==> config.mk <==
export PLATFORM = sky130hd
export DESIGN_NAME = hwm_readout
export DESIGN_NICKNAME = d
export VERILOG_FILES = /design/src/inc/hwm_pkg.sv /design/src/hw/hwm_readout.sv
export VERILOG_INCLUDE_DIRS = /design/src /design/src/inc
export SDC_FILE = /design/constraint.sdc
export NUM_CORES = 1
export LEC_CHECK = 0
export BUFFER_PORTS_ARGS = -buffer_cell sky130_fd_sc_hd__buf_2
export CAP_MARGIN = 5
export CORE_ASPECT_RATIO = 0.6
export CORE_UTILIZATION = 41
export DETAILED_ROUTE_END_ITERATION = 8
export GPL_ROUTABILITY_DRIVEN = 1
export PLACE_DENSITY = 0.59
export SETUP_SLACK_MARGIN = 0.2
export SYNTH_ARGS = -nofsm -noshare
export SYNTH_HDL_FRONTEND = slang
export SYNTH_SLANG_ARGS = --single-unit
==> constraint.sdc <==
create_clock -name clk -period 4.35 [get_ports clk]
set_input_delay 0.2175 -clock clk [delete_from_list [all_inputs] [get_ports clk]]
set_output_delay 0.2175 -clock clk [all_outputs]
set_load 0.05 [all_outputs]
==> src/inc/hwm_consts.svh <==
// constants of the hardware monitor readout: commands, fields, timing
// Operation
// - voltage code 192 stands for exactly the nominal supply voltage
// - voltage readings are unsigned 8-bit codes 0 to 255
// - voltage readings saturate at 0 below zero and 255 above full scale
// - pin 11 powers up as the twelve-volt measurement input
// - four id pins go to id register bits 0-3, fifth to bit 0
// - config bit 5 switches pin 11 to fifth id input
// - fifth id bit reads 0 while pin 11 is unselected
// - status flag is 0 inside limits, 1 outside them
// - flags are rewritten each measurement, no latched history
// - diode short or open sets status 2 bit 6 during remote measurement
// - id register bit 7 turns pin 16 into reset pulse output
// - pulse starts only when config bit 4 goes 0 to 1
// - each pulse is one low pulse of at least 20 ms
// - pulse output is open drain, only pulling low
// - D- high at power-up enters board test mode on pin 16
// - tree output high when all low, toggles per input raised in order
// - slave supports only write byte, read byte and receive byte; the code also accepts a send byte, which sets the command
// - receive byte returns the register last selected by command
// - every byte takes nine clocks, eight data then acknowledge
// - slave address is 010110 plus the strap latched at power-up
// - config bit 0 starts monitoring, clearing it returns to standby
`ifndef HWM_CONSTS_SVH
`define HWM_CONSTS_SVH
`define HWM_CMD_CFG 8'h40
`define HWM_CMD_STAT1 8'h41
`define HWM_CMD_STAT2 8'h42
`define HWM_CMD_VID 8'h47
`define HWM_CMD_CPU_VOLTAGE_CODE_HIGH 8'h49
`define HWM_CMD_READ 8'h20
`define HWM_CMD_HIGH 8'h30
`define HWM_CMD_LOW 8'h38
`define HWM_CFG_START 0
`define HWM_CFG_PULSE 4
`define HWM_CFG_SEL11 5
`define HWM_CFG_INIT 7
`define HWM_VID_RSTEN 7
`define HWM_ST2_DIODE 6
`define HWM_CPU_VOLTAGE_CODE_HIGH_RESV 8'h80
`define HWM_ADDR_UPPER 6'b01_0110
`define HWM_NOMINAL_CODE 192
`define HWM_CODE_MAX 255
`define HWM_CH_REMOTE 3'h0
`define HWM_CH_LOCAL 3'h1
`define HWM_CH_12V 3'h3
`define HWM_CLK_HZ 20000000
`define HWM_PULSE_MS 20
`define HWM_PULSE_CYC ((`HWM_PULSE_MS * `HWM_CLK_HZ + 999) / 1000)
`endif

==> src/inc/hwm_pkg.sv <==
// types of the hardware monitor readout
package hwm_pkg;
  typedef enum logic [3:0] {
    HWM_S_IDLE = 4'h0, HWM_S_ADDR = 4'h1, HWM_S_ADDR_ACK = 4'h3, HWM_S_CMD = 4'h2,
    HWM_S_CMD_ACK = 4'h6, HWM_S_WDATA = 4'h7, HWM_S_WDATA_ACK = 4'h5,
    HWM_S_RDATA = 4'h4, HWM_S_RACK = 4'hc, HWM_S_WAIT = 4'hd
  } hwm_bus_st_t;
  typedef enum logic [1:0] {HWM_M_IDLE = 2'h0, HWM_M_REQ = 2'h1, HWM_M_WAIT = 2'h3} hwm_mon_st_t;
  typedef struct packed {
    logic [2:0] scl_s;
    logic [2:0] sda_s;
    logic [2:0] p16_s;
    logic [2:0] dneg_s;
    logic [2:0] v4_s;
    logic [3:0][2:0] vid_s;
    logic scl_f;
    logic sda_f;
    logic [1:0] init_cnt;
    logic addr_lsb;
    logic test_mode;
    hwm_bus_st_t bus_st;
    logic [3:0] bit_cnt;
    logic [7:0] shift;
    logic [7:0] cmd;
    logic rw;
    logic sda_oe_n;
    logic [7:0] cfg;
    logic rst_en;
    logic [7:0] stat1;
    logic [7:0] stat2;
    logic [7:0][7:0] rd;
    logic [7:0][7:0] hi;
    logic [7:0][7:0] lo;
    hwm_mon_st_t mon_st;
    logic [2:0] chan;
    logic conv_req;
    logic [23:0] pulse_cnt;
    logic pin16_oe_n;
  } hwm_state_t;
endpackage : hwm_pkg

==> src/hw/hwm_readout.sv <==
// hardware monitor readout: smbus slave, limit compare, id capture, reset pulse, test tree
`timescale 1ns/10ps
`default_nettype none
`include "hwm_consts.svh"
module hwm_readout #(
  parameter int PULSE_CYCLES = `HWM_PULSE_CYC
) (
  input wire logic clk, // 20 MHz device clock
  input wire logic rst, // synchronous reset, high
  input wire logic scl_in, // smbus clock pin
  input wire logic sda_in, // smbus data pin level
  output logic sda_out, // sda drive value, always low
  output logic sda_oe_n, // low while pulling sda low
  input wire logic pin16_in, // address strap / pulse pin level
  output logic pin16_out, // pin 16 drive value, always low
  output logic pin16_oe_n, // low while pulling pin 16 low
  input wire logic diode_neg_in, // D- level, test strap
  input wire logic [3:0] cpu_voltage_id_pins, // id pins 0 to 3
  input wire logic cpu_voltage_id_bit4, // pin 11 digital level
  output logic pin11_function_select, // high: pin 11 is id bit 4
  output logic monitor_on, // monitoring running
  output logic conv_req, // one-cycle request to converter
  output logic [2:0] conv_chan, // channel of the request
  input wire logic conv_valid, // converter result strobe
  input wire logic signed [9:0] conv_data, // raw result, 1/192 nominal or degrees
  input wire logic conv_fault // diode short or open, with result
);
  import hwm_pkg::*;

  hwm_state_t r_r;
  hwm_state_t r_nxt;

  // clamp raw result into an 8-bit code
  function automatic logic [7:0] sat8(input logic signed [9:0] raw, input logic temp);
    logic [7:0] v;
    v = raw[7:0];
    if (temp) begin
      if (raw > 10'sd127) v = 8'h7f;
      else if (raw < -10'sd128) v = 8'h80;
    end else begin
      if (raw < 10'sd0) v = 8'h00;
      else if (raw > 10'sd255) v = 8'(`HWM_CODE_MAX);
    end
    return v;
  endfunction : sat8

  // flag value for one reading against its limits
  function automatic logic outside(input logic [7:0] v, input logic [7:0] h, input logic [7:0] l,
                                   input logic temp);
    logic o;
    if (temp) o = ($signed(v) > $signed(h)) || ($signed(v) < $signed(l));
    else o = (v > h) || (v < l);
    return o;
  endfunction : outside

  function automatic logic is_temp(input logic [2:0] ch);
    return (ch == `HWM_CH_REMOTE) || (ch == `HWM_CH_LOCAL);
  endfunction : is_temp

  // register contents by command byte
  function automatic logic [7:0] reg_read(input hwm_state_t s, input logic [7:0] c);
    logic [7:0] d;
    d = 8'h00;
    if (c == `HWM_CMD_CFG) d = s.cfg;
    else if (c == `HWM_CMD_STAT1) d = s.stat1;
    else if (c == `HWM_CMD_STAT2) d = s.stat2;
    else if (c == `HWM_CMD_VID) d = {s.rst_en, 3'h0, s.vid_s[3][2], s.vid_s[2][2], s.vid_s[1][2],
                                     s.vid_s[0][2]};
    else if (c == `HWM_CMD_CPU_VOLTAGE_CODE_HIGH) d = `HWM_CPU_VOLTAGE_CODE_HIGH_RESV | {7'h00, s.cfg[`HWM_CFG_SEL11] & s.v4_s[2]};
    else if (c[7:3] == 5'(`HWM_CMD_READ >> 3)) d = s.rd[c[2:0]];
    else if (c[7:3] == 5'(`HWM_CMD_HIGH >> 3)) d = s.hi[c[2:0]];
    else if (c[7:3] == 5'(`HWM_CMD_LOW >> 3)) d = s.lo[c[2:0]];
    return d;
  endfunction : reg_read

  logic scl_rise;
  logic scl_fall;
  logic start_c;
  logic stop_c;
  logic scl_new;
  logic sda_new;
  logic tree;
  logic [7:0] v8;

  always_comb begin
    r_nxt = r_r;
    // three-stage synchronisers, stage 1 only feeds stage 2
    r_nxt.scl_s = {r_r.scl_s[1:0], scl_in};
    r_nxt.sda_s = {r_r.sda_s[1:0], sda_in};
    r_nxt.p16_s = {r_r.p16_s[1:0], pin16_in};
    r_nxt.dneg_s = {r_r.dneg_s[1:0], diode_neg_in};
    r_nxt.v4_s = {r_r.v4_s[1:0], cpu_voltage_id_bit4};
    for (int i = 0; i < 4; i++) begin
      r_nxt.vid_s[i] = {r_r.vid_s[i][1:0], cpu_voltage_id_pins[i]};
    end
    // level accepted once stages 2 and 3 agree
    scl_new = (r_r.scl_s[1] == r_r.scl_s[2]) ? r_r.scl_s[2] : r_r.scl_f;
    sda_new = (r_r.sda_s[1] == r_r.sda_s[2]) ? r_r.sda_s[2] : r_r.sda_f;
    r_nxt.scl_f = scl_new;
    r_nxt.sda_f = sda_new;
    scl_rise = scl_new & ~r_r.scl_f;
    scl_fall = ~scl_new & r_r.scl_f;
    start_c = r_r.scl_f & scl_new & r_r.sda_f & ~sda_new;
    stop_c = r_r.scl_f & scl_new & ~r_r.sda_f & sda_new;
    r_nxt.conv_req = 1'b0;

    // straps caught a few cycles after reset release, from stage 2 before stage 3 is filled
    if (r_r.init_cnt != 2'h3) begin
      r_nxt.init_cnt = r_r.init_cnt + 2'h1;
      if (r_r.init_cnt == 2'h2) begin
        // stage 2 already holds the pin level here, stage 3 still the reset value
        r_nxt.addr_lsb = r_r.p16_s[1];
        r_nxt.test_mode = r_r.dneg_s[1];
      end
    end

    // smbus slave
    if (r_r.init_cnt != 2'h3 || r_r.test_mode) begin
      r_nxt.bus_st = HWM_S_IDLE;
      r_nxt.sda_oe_n = 1'b1;
    end else if (stop_c) begin
      r_nxt.bus_st = HWM_S_IDLE;
      r_nxt.sda_oe_n = 1'b1;
    end else if (start_c) begin
      r_nxt.bus_st = HWM_S_ADDR;
      r_nxt.bit_cnt = 4'h0;
      r_nxt.sda_oe_n = 1'b1;
    end else if (scl_rise) begin
      case (r_r.bus_st)
        HWM_S_ADDR, HWM_S_CMD, HWM_S_WDATA: begin
          r_nxt.shift = {r_r.shift[6:0], sda_new};
          r_nxt.bit_cnt = r_r.bit_cnt + 4'h1;
        end
        HWM_S_RACK: begin
          // one data byte per read; further clocks read idle-high
          r_nxt.bus_st = HWM_S_WAIT;
        end
        default: begin
        end
      endcase
    end else if (scl_fall) begin
      case (r_r.bus_st)
        HWM_S_ADDR: begin
          if (r_r.bit_cnt == 4'h8) begin
            r_nxt.bit_cnt = 4'h0;
            if (r_r.shift[7:1] == {`HWM_ADDR_UPPER, r_r.addr_lsb}) begin
              r_nxt.rw = r_r.shift[0];
              r_nxt.sda_oe_n = 1'b0;
              r_nxt.bus_st = HWM_S_ADDR_ACK;
            end else begin
              r_nxt.bus_st = HWM_S_WAIT;
            end
          end
        end
        HWM_S_ADDR_ACK: begin
          if (r_r.rw) begin
            // read byte and receive byte both answer with the selected register
            v8 = reg_read(r_r, r_r.cmd);
            r_nxt.sda_oe_n = v8[7];
            r_nxt.shift = {v8[6:0], 1'b1};
            r_nxt.bit_cnt = 4'h1;
            r_nxt.bus_st = HWM_S_RDATA;
          end else begin
            r_nxt.sda_oe_n = 1'b1;
            r_nxt.bus_st = HWM_S_CMD;
          end
        end
        HWM_S_CMD: begin
          if (r_r.bit_cnt == 4'h8) begin
            r_nxt.cmd = r_r.shift;
            r_nxt.bit_cnt = 4'h0;
            r_nxt.sda_oe_n = 1'b0;
            r_nxt.bus_st = HWM_S_CMD_ACK;
          end
        end
        HWM_S_CMD_ACK: begin
          r_nxt.sda_oe_n = 1'b1;
          r_nxt.bus_st = HWM_S_WDATA;
        end
        HWM_S_WDATA: begin
          if (r_r.bit_cnt == 4'h8) begin
            r_nxt.bit_cnt = 4'h0;
            r_nxt.sda_oe_n = 1'b0;
            r_nxt.bus_st = HWM_S_WDATA_ACK;
            v8 = r_r.shift;
            if (r_r.cmd == `HWM_CMD_CFG) begin
              if (v8[`HWM_CFG_INIT]) begin
                // software init: readings and limits kept
                r_nxt.cfg = 8'h00;
                r_nxt.stat1 = 8'h00;
                r_nxt.stat2 = 8'h00;
                r_nxt.rst_en = 1'b0;
              end else begin
                r_nxt.cfg = v8;
                if (r_r.rst_en && !r_r.cfg[`HWM_CFG_PULSE] && v8[`HWM_CFG_PULSE]) begin
                  r_nxt.pulse_cnt = 24'(PULSE_CYCLES);
                end
              end
            end else if (r_r.cmd == `HWM_CMD_VID) begin
              r_nxt.rst_en = v8[`HWM_VID_RSTEN];
            end else if (r_r.cmd[7:3] == 5'(`HWM_CMD_HIGH >> 3)) begin
              r_nxt.hi[r_r.cmd[2:0]] = v8;
            end else if (r_r.cmd[7:3] == 5'(`HWM_CMD_LOW >> 3)) begin
              r_nxt.lo[r_r.cmd[2:0]] = v8;
            end
          end
        end
        HWM_S_WDATA_ACK: begin
          r_nxt.sda_oe_n = 1'b1;
          r_nxt.bus_st = HWM_S_WAIT;
        end
        HWM_S_RDATA: begin
          if (r_r.bit_cnt == 4'h8) begin
            r_nxt.sda_oe_n = 1'b1;
            r_nxt.bus_st = HWM_S_RACK;
          end else begin
            r_nxt.sda_oe_n = r_r.shift[7];
            r_nxt.shift = {r_r.shift[6:0], 1'b1};
            r_nxt.bit_cnt = r_r.bit_cnt + 4'h1;
          end
        end
        default: begin
        end
      endcase
    end

    // monitoring sequencer
    // next cfg value: a stop write suppresses a request in the same cycle
    if (!r_nxt.cfg[`HWM_CFG_START]) begin
      r_nxt.mon_st = HWM_M_IDLE;
      r_nxt.chan = 3'h0;
    end else begin
      case (r_r.mon_st)
        HWM_M_IDLE: begin
          r_nxt.mon_st = HWM_M_REQ;
        end
        HWM_M_REQ: begin
          r_nxt.conv_req = 1'b1;
          r_nxt.mon_st = HWM_M_WAIT;
        end
        HWM_M_WAIT: begin
          if (conv_valid) begin
            v8 = sat8(conv_data, is_temp(r_r.chan));
            r_nxt.rd[r_r.chan] = v8;
            if (r_r.chan == `HWM_CH_12V && r_r.cfg[`HWM_CFG_SEL11]) begin
              r_nxt.stat1[r_r.chan] = 1'b0;
            end else begin
              r_nxt.stat1[r_r.chan] = outside(v8, r_r.hi[r_r.chan], r_r.lo[r_r.chan],
                                              is_temp(r_r.chan));
            end
            if (r_r.chan == `HWM_CH_REMOTE) begin
              r_nxt.stat2[`HWM_ST2_DIODE] = conv_fault;
            end
            r_nxt.chan = r_r.chan + 3'h1;
            r_nxt.mon_st = HWM_M_REQ;
          end
        end
        default: begin
          r_nxt.mon_st = HWM_M_IDLE;
        end
      endcase
    end

    // reset pulse timer
    if (r_r.pulse_cnt != 24'h0) begin
      r_nxt.pulse_cnt = r_r.pulse_cnt - 24'h1;
    end

    // board test tree: odd count of raised inputs gives low
    tree = ~(r_r.v4_s[2] ^ r_r.vid_s[3][2] ^ r_r.vid_s[2][2] ^ r_r.vid_s[1][2] ^ r_r.vid_s[0][2]
             ^ r_r.scl_s[2] ^ r_r.sda_s[2]);
    if (r_r.test_mode) begin
      r_nxt.pin16_oe_n = tree;
    end else begin
      // open drain low only while the pulse runs; strap already latched
      r_nxt.pin16_oe_n = ~(r_r.rst_en && r_r.pulse_cnt != 24'h0);
    end
  end

  always_ff @(posedge clk) begin
    if (rst) begin
      r_r <= '0;
      r_r.sda_oe_n <= 1'b1;
      r_r.pin16_oe_n <= 1'b1;
      r_r.scl_f <= 1'b1;
      r_r.sda_f <= 1'b1;
    end else begin
      r_r <= r_nxt;
    end
  end

  assign sda_out = 1'b0;
  assign pin16_out = 1'b0;
  assign sda_oe_n = r_r.sda_oe_n;
  assign pin16_oe_n = r_r.pin16_oe_n;
  assign pin11_function_select = r_r.cfg[`HWM_CFG_SEL11];
  assign monitor_on = r_r.cfg[`HWM_CFG_START];
  assign conv_req = r_r.conv_req;
  assign conv_chan = r_r.chan;
endmodule : hwm_readout
`default_nettype wire

-- Yosys cells after proc, flatten, opt, wreduce, memory -nomap -nowiden
Index checks and enable logic that the tools add are counted.
- flip-flop bits (word level): 305
- bits of input ports: 23
- output and inout bits: 10
- word-level logic and storage cells: 335
- add/sub/neg operators: 4
- magnitude comparators: 12
- equality and inequality tests: 51
- multiplexer cells: 135
- bitwise gates (word level): 30
- reductions and logical operators: 47
- operators by type and width (operator ; number):
    $mux 8 ; 47
    $mux 24 ; 11
    $bwmux 64 ; 3
    $mux 26 ; 7
    $bmux 8 s3 ; 5
    $mux 12 ; 9
    $mux 18 ; 4
    $mux 51 ; 1
    $demux 8 s3 ; 2
    $eq 8x7->1 const B ; 5
    $ne 7x7->1 const B ; 5
    $mux 16 ; 2
    $ne 6x6->1 const B ; 5
    $reduce_and 10->1 ; 3
    $pmux 4 s7 ; 1
    $reduce_and 7->1 ; 4
    $mux 25 ; 1
    $reduce_and 8->1 ; 3
    $reduce_bool 24->1 ; 1
    $sub 24x1->24 const B ; 1
    $mux 1 ; 20
    $pmux 4 s5 ; 1
    $reduce_and 9->1 ; 2
    $mux 17 ; 1
    60 further kinds ; 135

-- Depth between registers and ports, before layout
- depth after elaboration: 38
- gate-level depth with buffers: 16
- depth with buffers taken out: 14

-- Least setup slack after synthesis
Ideal clock, no wire load.
- path type: register -> register
- from: register r_r, in the netlist conv_chan[1]
- to: register r_r[235] (netlist name)
- setup time: 0.087 ns
- arrival: 3.864 ns
- required time: 4.263 ns
- slack: 0.399 ns
- stages on the path, launching flop included: 17
- cell sequence: dfxtp_1 > buf_2 > buf_1 > clkbuf_1 > buf_1 > clkbuf_1 > nand3_1 > a31oi_1 > nor2_1 > ha_1 > a21o_1 > a21o_1 > a21o_1 > a221oi_1 > a221o_1 > a21oi_2 > o31ai_1
- longest elaborated chain between the ends: 18
- elaborated cells on any way between the ends: 36
- classes of those cells: order compare: 6; eq/ne: 2; mux: 20; bitwise: 2; reduce/logical: 6
- RTL lines (what ; line ; RTL):
    start: declaration ; hwm_readout.sv:30 ; hwm_state_t r_r;
    start signal: assignment ; hwm_readout.sv:288 ; r_r <= r_nxt;
    $eq 3x1->1 (no line) or $logic_not 3->1 (tied branches) ; -- ;
    $logic_or 1x1->1 ; hwm_readout.sv:57 ; return (ch == `HWM_CH_REMOTE) || (ch == `HWM_CH_LOCAL);
    $mux 8 ; hwm_readout.sv:37 ; if (temp) begin
    $mux 8 ; hwm_readout.sv:242 ; if (conv_valid) begin
    $mux 8 ; hwm_readout.sv:233 ; case (r_r.mon_st)
    $mux 8 ; hwm_readout.sv:229 ; if (!r_nxt.cfg[`HWM_CFG_START]) begin
    $gt 8x8->1, or another cell as far along ; hwm_readout.sv:52 ; else o = (v > h) || (v < l);
    $logic_or 1x1->1, on equally long branches ; hwm_readout.sv:52, hwm_readout.sv:51 ;
    [... 2 more ...] ; -- ;
    $mux 1 ; hwm_readout.sv:242 ;
    $mux 1 ; hwm_readout.sv:233 ;
    $mux 1 ; hwm_readout.sv:229 ;
    $bwmux 8 ; hwm_readout.sv:248 ; r_nxt.stat1[r_r.chan] = outside(v8, r_r.hi[r_r.chan], r_r.lo[r_r.chan],
    $mux 8 (*) ; hwm_readout.sv:245 ; if (r_r.chan == `HWM_CH_12V && r_r.cfg[`HWM_CFG_SEL11]) begin
    $mux 8 (*) ; hwm_readout.sv:242 ;
    $mux 8 (*) ; hwm_readout.sv:233 ;
    $mux 8 (*) ; hwm_readout.sv:229 ;
Every way passes the cells marked *; elsewhere a longest branch is shown, timed or not. The select of a mux whose other input is x is not followed.
A chain may end at the register's enable or synchronous reset.

==> results.tsv <==
metric	value	unit
status	completed	
first-pass GRT wire length	75.9	mm
drt wl/cell	22.9	um
clock sink total	297	
Final HPWL DP	34.4	mm
routability cong.	0.905	
antenna cells	0	
asr flop ratio synth	0	%
via/cell ratio	6.12	
CP required	4790	ps
CP endpoint kind	flop	
Post-CTS Hold Buffers	11	
Least-Margin Pin Slew	1100	ps
first-pass iteration count of the detailed router	5	
pwr/cell area	397	mW/mm2
CTS tree	built	
ANT nets after route	0	
Mapped Area	0.0149	mm2
DRC	0	
Hold Path Depth	5	
final hold violations	0	
Port Buf Inserts	30	
post-synth top area cell	dfxtp_1	
syn_area_per_cell	8.63	um2
initial core utilization	42.1	%
share of the synthesized area in the top cell type	39.8	%
# setup viols final	0	
Distinct cells, synth	82	
post-layout minimum cycle time	3600	ps
num ports	33	
largest net degree at the start of global routing	146	
setup TNS	0	ps
final WL	50.4	mm
Hold WC Path Type	in -> reg	
Worst path depth	11	
clock-pin slew on the worst setup and hold paths	60	ps
RSZ-0062 raised after global routing	no	
Layout fillers	3347	
initial antenna violation count	0	
Longest Clk Path Bufs	3	
H-tree level count	1	
Die X	249	um
detailed-route via count	13500	
CP delay by family, top	simple AND/OR/NAND/NOR gates	
crit path max-delay cell type	nor3_1	
crit start category	flop	
Tot GR Track Use	26.5	%
CP Max Fanout	8	
post-CTS setup buffer count	0	
Die Height	150	um
DP Area	0.0156	mm2
Arr. time, crit path	4040	ps
crit path cell chain	maj3_1, inv_1, ha_1, inv_1, nor2_1, nand4_1, buf_4, nor3_1, nand2_1, mux2i_1, nor2_1	
Syn Inst Count	1732	
Max Slew Vio Count	0	
Num CTS Buffers	30	
top cells by count, synth	dfxtp_1 (297), nor2_1 (235), mux2i_1 (163)	
skew final	16.2	ps
Root Buffer	clkbuf_16	
VDD IR max	0.348	mV
sequential share of the synthesized area	39.8	%
Layout area overhead	12.0	%
critical path type	reg -> reg	
share of cells above drive strength 1	11.1	%
Final Cell Area	0.0167	mm2
reg2reg path depth	11	
CORE AREA	0.0355	mm2
die area	0.0373	mm2
Main synth FF type	dfxtp_1	
Crit path buffers/inverters	3	
vias in the first global route	12100	
Synth Register Bits	297	
Rel. slew slack	26.4	%
Fmax achieved	0.277	GHz
count leader, synth	dfxtp_1	
fin crit share	82.9	%
Post-CTS Resized	0	
Synth area leaders	dfxtp_1 (40%), mux2i_1 (11%), nor2_1 (5.9%)	
Site Rows	53	
EDFF count, synth	0	
Iter 0 DRT Violations	1676	
nets	1758	
Yosys warning count	0	
grt ovf	0	
hold slack	241	ps
maxcap violations	0	
Clock Latency Late Sink	580	ps
CP peak stage delay	630	ps
Pleak	0.00646	uW
==> placed cells by master, fill, tap and decap left out, types with 8 or more instances in the layout <==
master,n
o221ai_1,11
o22ai_1,52
a21o_1,10
inv_1,29
dfxtp_1,295
nand2b_1,15
or3_1,8
buf_4,47
clkbuf_16,31
a311oi_1,8
nand3_1,94
or4_1,10
nor2_1,235
nand2_1,139
xor2_1,15
dlygate4sd3_1,11
mux4_2,17
nand3b_1,11
nor2b_1,34
a21oi_1,119
xnor2_1,14
a22oi_1,41
a31oi_1,8
buf_2,29
mux2i_1,163
o2111ai_1,9
nor3_1,22
a211oi_1,19
ha_1,22
a221oi_1,9
o21ai_0,24
==> registers in the layout, summed over array words and instances, names as in the netlist <==
register and cells:
r_r 271, conv_req 1, monitor_on 1, pin11_function_select 1, r_nxt 18, pin16_oe_n 1, sda_oe_n 1, conv_chan 3
==> worst reg2reg max path: stages, from the launching register on <==
cell     delay [ps]
dfxtp_1         340
maj3_1          420
inv_1            80
ha_1            290
inv_1           130
nor2_1          230
nand4_1         120
buf_4           210
nor3_1          630
nand2_1         620
mux2i_1         340
nor2_1           50
==> layout make-up <==
cell class | instances | area, um2 | area share [%]
multi-input combinational | 1263 | 8370 | 50.0
timing repair buffer | 91 | 682 | 4.07
sequential | 297 | 5950 | 35.5
clock inverter | 16 | 198 | 1.18
tap | 467 | 584 | 3.49
clock buffer | 39 | 856 | 5.11
inverter | 30 | 113 | 0.672
==> stage by stage <==
| stage | instances | setup WS, ps | power [uW] | util (%) |
|---|---|---|---|---|
| 2_1_floorplan | 1733 | 399 | 3700 | - |
| 3_3_place_gp | 2137 | 931 | 3870 | 43.9 |
| 3_5_place_dp | 2137 | 805 | 3890 | 43.9 |
| 4_1_cts | 2203 | 776 | 6670 | 47.2 |
| 5_1_grt | 2203 | 503 | 6940 | 47.2 |
| 6_report | 2203 | 745 | 6650 | 47.2 |
==> final timing paths <==
kind                                    from        to  slack, ps
worst min-delay path            conv_data[4]  r_r[203]        240
worst max-delay path                r_r[279]  r_r[105]        750
worst min register to register    r_nxt[294]  r_r[294]        440
worst max register to register      r_r[279]  r_r[105]        750
==> cell families after synthesis <==
logic type / synth area share (%)
other: 0.0251
XOR/XNOR: 1.70
multiplexers: 13.9
adder cells (fa/ha/maj): 2.18
AO/OA/AOI/OAI: 16.9
buffers and inverters: 4.58
flip-flops: 39.8
AND/OR/NAND/NOR: 20.9
==> where the power goes <==
part / switching [uW] / leakage (uW) / internal [uW]
Clock: 1170 / 0.000511 / 1620
Combinational: 548 / 0.00355 / 380
Sequential: 100 / 0.00240 / 2830
==> per-layer routing <==
layer  wire [um]  up-vias  global-route usage [%]
met4        1170        0                    6.30
met2       19700      677                    36.4
met1       24000     6499                    40.0
met3        5590       83                    7.20
li1            -     6229                       -
met5           0        -                       0
Note: power is estimated with default switching activity, not from simulation.
